**src/verilog/strap_pkg.sv**
```systemverilog
// Purpose: shared constants and types for the strap sampling block
// Assumes: straps have board pull-ups, so an open pin reads high
// Notes: address prefix and strap layout are used by the top and its checks

package strap_pkg;

   // ****************************************
   // strap layout
   // ****************************************
   // one bit per dual-purpose pin, level as seen on the board
   typedef struct packed {
      logic smbus_n;   // low selects smbus mode
      logic port_led;  // port indicator strap
      logic gang;      // ganged / power led strap
      logic pwr_mgmt;  // full power management strap
   } strap_t;

   localparam strap_t STRAP_RESET = 4'hf;  // pull-up level before capture

   // ****************************************
   // smbus address
   // ****************************************
   localparam int ADDR_W = 7;
   localparam logic [3:0] ADDR_PREFIX = 4'h8;  // upper nibble 1000
   localparam logic [ADDR_W-1:0] ADDR_NONE = 7'h00;

   // ****************************************
   // capture timing
   // ****************************************
   // cycles the pin synchroniser needs after release before data are valid
   localparam logic [1:0] SETTLE_CYCLES = 2'h2;
   localparam logic [1:0] CNT_ONE = 2'h1;
   localparam logic [1:0] CNT_ZERO = 2'h0;

   typedef enum logic [1:0] {
      ST_WAIT = 2'b00,
      ST_CAPTURE = 2'b01,
      ST_HOLD = 2'b11
   } cap_state_t;

endpackage

```
**src/verilog/pin_sync.sv**
```systemverilog
// Purpose: two-stage synchroniser for the strap pins
// Assumes: pins are quasi-static levels from board resistors
// Notes: the first stage is read only by the second stage

`timescale 1ns/1ps

module pin_sync
   import strap_pkg::*;
(
   // clock and reset
   input wire logic clk_i,
   input wire logic arst_n_i,
   // pins in, synchronised copy out
   input wire strap_t pins_i,
   output strap_t pins_o
);

   strap_t meta_reg;
   strap_t sync_reg;

   // reset to pull-up level so an idle board reads as undriven straps
   always_ff @(posedge clk_i or negedge arst_n_i) begin
      if (!arst_n_i) begin
         meta_reg <= STRAP_RESET;
         sync_reg <= STRAP_RESET;
      end else begin
         meta_reg <= pins_i;
         sync_reg <= meta_reg;
      end
   end

   assign pins_o = sync_reg;

endmodule

```
**src/verilog/reset_strap_sampling.sv**
```systemverilog
// Purpose: latch dual-purpose strap pins after reset and drive link status
// Assumes: 125 MHz clk_i; upstream mode and power request come from clk_i logic
// Notes: strap values are frozen until the next reset; pins are free after capture

`timescale 1ns/1ps

module reset_strap_sampling
   import strap_pkg::*;
(
   // clock and reset
   input wire logic clk_i,
   input wire logic arst_n_i,
   // strap pins
   input wire logic power_mgmt_strap_addr_bit1_i,
   input wire logic gang_strap_addr_bit_i,
   input wire logic port_led_strap_addr_bit3_i,
   input wire logic smbus_mode_select_n_i,
   // hub core status and requests
   input wire logic upstream_superspeed_i,
   input wire logic port0_power_request_i,
   // status and power pins
   output logic superspeed_status_o,
   output logic port0_power_enable_n_o,
   // latched configuration
   output logic straps_valid_o,
   output logic full_power_mgmt_o,
   output logic power_led_enable_o,
   output logic port_led_enable_o,
   output logic smbus_mode_o,
   output logic [ADDR_W-1:0] smbus_addr_o
);

   // ****************************************
   // reset release
   // ****************************************
   logic rst_meta_reg;
   logic rst_n;

   // assertion is asynchronous, release is aligned to clk_i
   always_ff @(posedge clk_i or negedge arst_n_i) begin
      if (!arst_n_i) begin
         rst_meta_reg <= 1'b0;
         rst_n <= 1'b0;
      end else begin
         rst_meta_reg <= 1'b1;
         rst_n <= rst_meta_reg;
      end
   end

   // ****************************************
   // pin synchroniser
   // ****************************************
   strap_t pins_raw;
   strap_t pins_s;

   assign pins_raw = '{smbus_n: smbus_mode_select_n_i,
                       port_led: port_led_strap_addr_bit3_i,
                       gang: gang_strap_addr_bit_i,
                       pwr_mgmt: power_mgmt_strap_addr_bit1_i};

   // held until the internal release, so the capture never sees a half-filled stage
   pin_sync u_pin_sync (
      .clk_i(clk_i),
      .arst_n_i(rst_n),
      .pins_i(pins_raw),
      .pins_o(pins_s)
   );

   // ****************************************
   // capture sequencer
   // ****************************************
   cap_state_t state_reg;
   cap_state_t state_next;
   logic [1:0] cnt_reg;
   logic [1:0] cnt_next;
   logic settle_done;
   logic capture_now;

   // wait out the synchroniser so the first sample is a real pin level
   assign settle_done = (cnt_reg == SETTLE_CYCLES - CNT_ONE);
   assign capture_now = (state_reg == ST_CAPTURE);
   assign cnt_next = (state_reg == ST_WAIT) ? cnt_reg + CNT_ONE : CNT_ZERO;

   always_comb begin
      state_next = state_reg;
      unique case (state_reg)
         ST_WAIT: begin
            if (settle_done) begin
               state_next = ST_CAPTURE;
            end
         end
         ST_CAPTURE: begin
            state_next = ST_HOLD;
         end
         ST_HOLD: begin
            state_next = ST_HOLD;
         end
         default: begin
            state_next = ST_WAIT;
         end
      endcase
   end

   always_ff @(posedge clk_i or negedge rst_n) begin
      if (!rst_n) begin
         state_reg <= ST_WAIT;
         cnt_reg <= CNT_ZERO;
      end else begin
         state_reg <= state_next;
         cnt_reg <= cnt_next;
      end
   end

   // ****************************************
   // strap latch
   // ****************************************
   strap_t straps_reg;
   strap_t straps_next;
   logic valid_reg;

   // freeze after capture
   // loaded only in the one capture cycle, so later pin activity is ignored
   assign straps_next = capture_now ? pins_s : straps_reg;

   always_ff @(posedge clk_i or negedge rst_n) begin
      if (!rst_n) begin
         straps_reg <= STRAP_RESET;
         valid_reg <= 1'b0;
      end else begin
         straps_reg <= straps_next;
         valid_reg <= valid_reg | capture_now;
      end
   end

   // ****************************************
   // decoded configuration
   // ****************************************
   logic [ADDR_W-1:0] addr_word;
   logic [ADDR_W-1:0] addr_next;
   logic pwr_next;

   // strap bits fill the low three address bits below the fixed 1000 prefix
   assign addr_word = {ADDR_PREFIX, straps_reg.port_led, straps_reg.gang,
                       straps_reg.pwr_mgmt};
   assign addr_next = (valid_reg && !straps_reg.smbus_n) ? addr_word : ADDR_NONE;

   // power switching
   // without full power management the port is simply held powered;
   // before capture the port stays off so it never glitches on
   assign pwr_next = !valid_reg ? 1'b1 :
                     !straps_reg.pwr_mgmt ? !port0_power_request_i : 1'b0;

   // registered outputs, all straps active low on the board
   always_ff @(posedge clk_i or negedge rst_n) begin
      if (!rst_n) begin
         superspeed_status_o <= 1'b0;
         port0_power_enable_n_o <= 1'b1;
         straps_valid_o <= 1'b0;
         full_power_mgmt_o <= 1'b0;
         power_led_enable_o <= 1'b0;
         port_led_enable_o <= 1'b0;
         smbus_mode_o <= 1'b0;
         smbus_addr_o <= ADDR_NONE;
      end else begin
         superspeed_status_o <= upstream_superspeed_i;
         port0_power_enable_n_o <= pwr_next;
         straps_valid_o <= valid_reg;
         full_power_mgmt_o <= valid_reg & !straps_reg.pwr_mgmt;
         power_led_enable_o <= valid_reg & !straps_reg.gang;
         port_led_enable_o <= valid_reg & !straps_reg.port_led;
         smbus_mode_o <= valid_reg & !straps_reg.smbus_n;
         smbus_addr_o <= addr_next;
      end
   end
endmodule

```
**config.mk**
```make
export PLATFORM = sky130hd
export DESIGN_NAME = reset_strap_sampling
export DESIGN_NICKNAME = d
export VERILOG_FILES = /design/src/verilog/strap_pkg.sv /design/src/verilog/pin_sync.sv /design/src/verilog/reset_strap_sampling.sv
export SDC_FILE = /design/constraint.sdc
export NUM_CORES = 1
export LEC_CHECK = 0
export BUFFER_PORTS_ARGS = -buffer_cell sky130_fd_sc_hd__clkbuf_2
export CORE_MARGIN = 10
export CORE_UTILIZATION = 53
export DETAILED_ROUTE_END_ITERATION = 8
export PLACE_DENSITY = 0.83
export SYNTH_ARGS = -nofsm -noshare
export SYNTH_HDL_FRONTEND = slang
export SYNTH_HIERARCHICAL = 1
export SYNTH_SLANG_ARGS = --single-unit
```
**constraint.sdc**
```tcl
create_clock -name clk_i -period 2 [get_ports clk_i]
set_input_delay 0.2 -clock clk_i [delete_from_list [all_inputs] [get_ports clk_i]]
set_output_delay 0.2 -clock clk_i [all_outputs]
set_load 0.01 [all_outputs]
```
==> summary.md, run 1 <==
| Metric | Value |
|---|---|
| Final hold vios | `0` |
| WP buf/inv | `1` |
| Clk pin slew, worst setup/hold paths | `0.08 ns` |
| CTS tree | `done` |
| Crit-path cells | `clkbuf_2` |
| CP Capture Type | `output pin` |
| Initial core utilization | `54.87%` |
| CP Launch Type | `flip-flop` |
| Routed Antenna Nets | `0` |
| Number of setup buffers added after CTS | `0` |
| Post-Syn Area | `937.1 um2` |
| Max incr delay on CP | `0.52 ns` |
| Clock Skew | `0.004081 ns` |
| Die Area | `3850 um2` |
| Commonest non-fill, non-tap cells in the layout | `clkbuf_2 (18), dfrtp_1 (16), dfstp_2 (13)` |
| Root Driver | `clkbuf_4` |
| MaxCap Viol Count | `0` |
| Synth Area in Adders | `1.335%` |
| # fillers | `122` |
| Final nets | `95` |
| CP top delay family | `flip-flops` |
| Syn-to-layout area delta | `26.97%` |
| GRT Util Overall | `8.817%` |
| Post-synthesis xor/xnor area fraction | `0%` |
| Vias | `482` |
| Req. time, crit path | `1.80 ns` |
| Status | `complete, no violations` |
| CTS max path bufs | `2` |
| Fin crit share | `57.29%` |
| CTS Buf Count | `5` |
| Fraction of the mapped netlist area in simple logic gates | `8.011%` |
| Post-Layout Cell Count | `112` |
| RSZ-0062 raised after global routing | `no` |
| Grt ovf | `0` |
| Htree depth | `2` |
| Residual DRC | `0` |
| Chip width | `62.05 um` |
| Initial antenna violation count | `0` |
| Max Slew Vio Count | `0` |
| Peak Freq | `872.8 MHz` |
| Post-Synthesis Cells | `56` |
| CP max stage cell | `dfstp_2` |
| Mux share of post-synthesis cell area | `4.806%` |
| Critical path data arrival time | `0.95 ns` |
| Hold WC Path Type | `in2async` |
| Std cell rows | `15` |
| Drt pass-1 iters | `2` |
| First-pass GRT wire length | `2.242 mm` |
| Min Clock Period, post-route | `1.146 ns` |
| Yosys warns | `6` |
| # IOs | `22` |
| Largest net degree at the start of global routing | `28` |
| Final WL | `1.359 mm` |
| Largest family of logic cells by synthesized area | `simple AND/OR/NAND/NOR gates` |
| Post_cts resized | `0` |
| Fin Setup TNS | `0 ns` |
| Sink Count | `29` |
| Synth Area in Compound Gates | `1.469%` |
| CP Class | `reg2out` |
| Leak Pwr | `0.5538 nW` |
| Synth cell types | `16` |
| Critical path fanouts, max | `1` |
| PortBufs | `18` |
| Via density | `4.304` |
| Commonest non-fill, non-tap cell in the layout | `clkbuf_2` |
| CORE AREA | `1708 um2` |
| Final HPWL DP | `992.9 um` |
| Clk Latency, worst-skew pair | `0.30 ns` |
| Cell Pwr Density | `931.7 nW/um2` |
| VDD IR-drop max | `0.6053 mV` |
| Die Y | `62.05 um` |
| Post-synthesis sequential area ratio | `79.17%` |
| Avg Cell Area, Syn | `16.73 um2` |
| #FFs+latches synth | `29` |
| Gpl congestion | `0.6764` |
| Vias in the first global route | `536` |
| Initial DRC Count | `4` |
| Placed insts | `97` |
| Finish-stage setup viols | `0` |
| Layout cell share with drive strength beyond 1 | `52.87%` |
| Antenna cells | `0` |
| WL/cell | `12.13 um` |
-- metal layers --
| layer | vias to the layer above | share of wire, % | track usage (%) |
|---|---|---|---|
| met5 | - | 0 | 0 |
| met4 | 0 | 1.8 | 7.643 |
| met3 | 2 | 7.3 | 5.894 |
| met2 | 16 | 51 | 13.60 |
| met1 | 237 | 39 | 7.702 |
| li1 | 227 | - | - |
-- per-stage QoR --
step / worst slack [ns] / hold slack (ns) / util [%] / instance area, um2 / total power [W]
5_1_grt: 0.7870 / 0.1764 / 69.67 / 1190 / 0.001167
3_5_place_dp: 0.9195 / -0.01164 / 60.88 / 1040 / 0.0006878
2_1_floorplan: 1.020 / -0.09559 / - / 944.7 / 0.0006669
3_3_place_gp: 0.9890 / -0.01390 / 60.88 / 1040 / 0.0006839
6_report: 0.8542 / 0.2065 / 69.67 / 1190 / 0.001109
4_1_cts: 0.8155 / 0.1827 / 69.67 / 1190 / 0.001138
-- Yosys cell counts --
master | number | area share (%)
buf_4 | 4 | 3.2
dfrtp_1 | 16 | 43
dfstp_2 | 13 | 36
clkbuf_1 | 1 | 0.40
ha_1 | 1 | 1.3
or2_2 | 1 | 0.67
conb_1 | 2 | 0.80
a21o_2 | 1 | 0.93
mux2_2 | 4 | 4.8
inv_1 | 2 | 0.80
nor2b_1 | 3 | 2.0
and2b_1 | 1 | 0.80
o21ai_0 | 1 | 0.53
nor2b_4 | 1 | 1.5
and2_1 | 3 | 2.0
nor3_1 | 2 | 1.1
-- where the power goes --
part	internal, W	switching [W]	total, W
Sequential	0.000620	0.00000833	0.000628
Combinational	0.0000279	0.0000292	0.0000571
Clock	0.000248	0.000175	0.000423
-- cell type report --
type | instances | area (um2) | share of cell area, %
timing repair buffer | 26 | 167.7 | 14.09
inverter | 2 | 7.507 | 0.6309
multi-input combinational | 22 | 161.4 | 13.56
sequential | 29 | 742.0 | 62.36
clock buffer | 8 | 80.08 | 6.730
tap | 25 | 31.28 | 2.629
-- worst paths after layout --
path | slack [ns] | depth (start not counted) | startpoint | end
max reg2reg | 0.93 | 2 | state_reg[0] | addr_word[0]
min reg2reg | 0.23 | 1 | rst_n | cnt_reg[0]
max | 0.85 | 1 | port0_power_enable_n_o | port0_power_enable_n_o
min | 0.21 | 2 | arst_n_i | rst_n
max in group asynchronous | 1.48 | 1 | rst_n | u_pin_sync/pins_o[0]
min in group clk_i | 0.36 | 0 | u_pin_sync/meta_reg[0] | u_pin_sync/pins_o[0]
-- logic make-up after synthesis --
| kind of cell | Yosys count |
|---|---|
| AOI/OAI and AO/OA | 2 |
| adders and majority gates | 1 |
| buffers and inverters | 7 |
| DFF | 29 |
| muxes | 4 |
| other | 2 |
| and+or+nand+nor | 11 |
-- what timing repair did --
item,4_1_cts,5_1_grt
hold buffers,7,0
hold endpoints to repair,8,0
setup endpoints to repair,0,0
Note: power is estimated with default switching activity, not from simulation.
==> run 2: changes to the inputs <==
Settings changed: CORE_UTILIZATION 53 to 50, PLACE_DENSITY 0.83 to 0.79.
Clock period 2 ns to 1.1 ns, I/O delays scaled along.
==> run 2 against run 1 <==
- hold slack got worse by 0.11 ns
- global-route usage decreased by 0.70 points
- worst setup slack got worse by 0.81 ns
- clock skew rose by 0.0056 ns
- wire length down 1.5%
- design area increased by 1.7%
- non-clock buffer count up 1
- sequential cell count is the same
- combinational power is 87% higher
- total power rose by 92%
- critical endpoint unchanged
- highest routed layer unchanged
- utilization fell by 0.35 points
==> summary.md, run 2 (same netlist as run 1, synthesis figures left out) <==
| Metric | Value |
|---|---|
| Peak Freq | `947.9 MHz` |
| Grt ovf | `0 (unchanged)` |
| Max Slew Vio Count | `0 (unchanged)` |
| Fin crit share | `95.91%` |
| Final hold vios | `0 (unchanged)` |
| Initial core utilization | `53.69% (-1.2 points)` |
| Residual DRC | `0 (unchanged)` |
| Leak Pwr | `0.5612 nW (+1.3%)` |
| Critical path fanouts, max | `1 (unchanged)` |
| Die Y | `63.30 um (+2.0%)` |
| Cell Pwr Density | `1757 nW/um2 (+89%)` |
| Std cell rows | `15 (unchanged)` |
| Placed insts | `98 (+1.0%)` |
| Clock Skew | `0.009705 ns (+0.005624 ns)` |
| Hold WC Path Type | `in2async` |
| Via density | `4.186 (-2.7%)` |
| Drt pass-1 iters | `2 (unchanged)` |
| R2R setup slack | `0.07 ns (-0.86 ns)` |
| WL/cell | `11.84 um (-2.4%)` |
| Final nets | `96 (+1.1%)` |
| # IOs | `22 (unchanged)` |
| Commonest non-fill, non-tap cell in the layout | `clkbuf_2` |
| Final worst slack | `0.04501 ns (-0.8092 ns)` |
| FF-to-FF path depth | `2 (unchanged)` |
| Fin Setup TNS | `0 ns (unchanged)` |
| Hold slack final | `0.09896 ns (-0.1075 ns)` |
| Number of setup buffers added after CTS | `0 (unchanged)` |
| Max incr delay on CP | `0.53 ns (about the same)` |
| Sink Count | `29 (unchanged)` |
| Initial antenna violation count | `0 (unchanged)` |
| Largest net degree at the start of global routing | `28 (unchanged)` |
| Post-Layout Cell Count | `113 (+0.89%)` |
| Min Clock Period, post-route | `1.055 ns` |
| CTS tree | `done` |
| Gpl congestion | `0.6792 (+0.41%)` |
| Htree depth | `2 (unchanged)` |
| Final HPWL DP | `917.2 um (-7.6%)` |
| Clk pin slew, worst setup/hold paths | `0.09 ns (about the same)` |
| Status | `complete, no violations` |
| Finish-stage setup viols | `0 (unchanged)` |
| Critical path data arrival time | `0.94 ns (about the same)` |
| RSZ-0062 raised after global routing | `no` |
| Vias | `473 (-1.9%)` |
| WP buf/inv | `1 (unchanged)` |
| Antenna cells | `0 (unchanged)` |
| GRT Util Overall | `8.121% (-0.70 points)` |
| CP max stage cell | `dfstp_2` |
| CP Class | `reg2out` |
| Chip width | `63.30 um (+2.0%)` |
| Initial DRC Count | `5 (+1)` |
| First-pass GRT wire length | `2.435 mm (+8.6%)` |
| Final WL | `1.338 mm (-1.5%)` |
| Die Area | `4006 um2 (+4.1%)` |
| Clk Latency, worst-skew pair | `0.32 ns (+0.02 ns)` |
| VDD IR-drop max | `1.207 mV (+99%)` |
| CP Launch Type | `flip-flop` |
| Commonest non-fill, non-tap cells in the layout | `clkbuf_2 (17), dfrtp_1 (15), dfstp_2 (13)` |
| Routed Antenna Nets | `0 (unchanged)` |
| # fillers | `119 (-2.5%)` |
| RR Startpoint | `state_reg[1]` |
| CORE AREA | `1745 um2 (+2.2%)` |
| CTS Buf Count | `5 (unchanged)` |
| MaxCap Viol Count | `0 (unchanged)` |
| Reg-to-Reg End | `addr_word[2]` |
| Vias in the first global route | `541 (+0.93%)` |
| PortBufs | `18 (unchanged)` |
| Syn-to-layout area delta | `29.11%` |
| CTS max path bufs | `2 (unchanged)` |
| Req. time, crit path | `0.99 ns (-0.81 ns)` |
| Pre-CTS setup slack | `0.06457 ns (-0.8549 ns)` |
| Root Driver | `clkbuf_4` |
| CP top delay family | `flip-flops` |
| Crit-path cells | `buf_6` |
| CP Capture Type | `output pin` |
| Layout cell share with drive strength beyond 1 | `54.55% (+1.7 points)` |
[run 2: per-layer routing]
metal  track usage (%)  wire length (um)  part of all wire, %
met5                 0                 0                    0
met4             7.377                48                  3.6
met3             5.300               128                  9.6
met2             11.93               645                   48
met1             7.547               516                   39
[run 2: worst max path at each step]
stage | startpoint | endpoint | slack (ns) | cells after the start
2_1_floorplan | state_reg[0] | addr_word[0] | 0.12 | 2
3_3_place_gp | state_reg[1] | addr_word[0] | 0.1 | 2
3_5_place_dp | state_reg[1] | straps_reg[3] | 0.06 | 2
4_1_cts | port0_power_enable_n_o | port0_power_enable_n_o | 0.01 | 1
5_1_grt | port0_power_enable_n_o | port0_power_enable_n_o | 0.01 | 1
6_report | port0_power_enable_n_o | port0_power_enable_n_o | 0.05 | 1
[run 2: stage by stage]
stage / power [W] / area, um2 / utilization (%)
finish: 0.002125 / 1210 / 69.32
global route: 0.002220 / 1210 / 69.32
CTS: 0.002150 / 1202 / 68.89
detailed placement: 0.001248 / 1047 / 60.00
global placement: 0.001243 / 1047 / 60.00
floorplan: 0.001213 / 944.7 / -
[run 2: layout make-up]
type | instances | area (um2) | share of cell area, %
clock buffer | 7 | 55.05 | 4.550
clock inverter | 1 | 30.03 | 2.482
inverter | 2 | 7.507 | 0.6205
multi-input combinational | 22 | 161.4 | 13.34
sequential | 29 | 743.2 | 61.43
tap | 25 | 31.28 | 2.585
timing repair buffer | 27 | 181.4 | 14.99
[run 2: worst reg2reg max path, delay by kind of cell, from the launching register on]
kind	cells	cell delay, ns
DFF	1	0.44
muxes	1	0.35
and+or+nand+nor	1	0.17
[run 2: power by group]
| group | switching (W) | total (W) | internal, W |
|---|---|---|---|
| clock network | 0.000335 | 0.000877 | 0.000543 |
| logic | 0.0000537 | 0.000107 | 0.0000528 |
| registers | 0.0000143 | 0.00114 | 0.00113 |
[run 2: what timing repair did]
action	CTS	global route
endpoints found under the setup margin	0	2
endpoints found under the hold margin	8	0
gates resized for setup	0	3
hold buffers	7	0
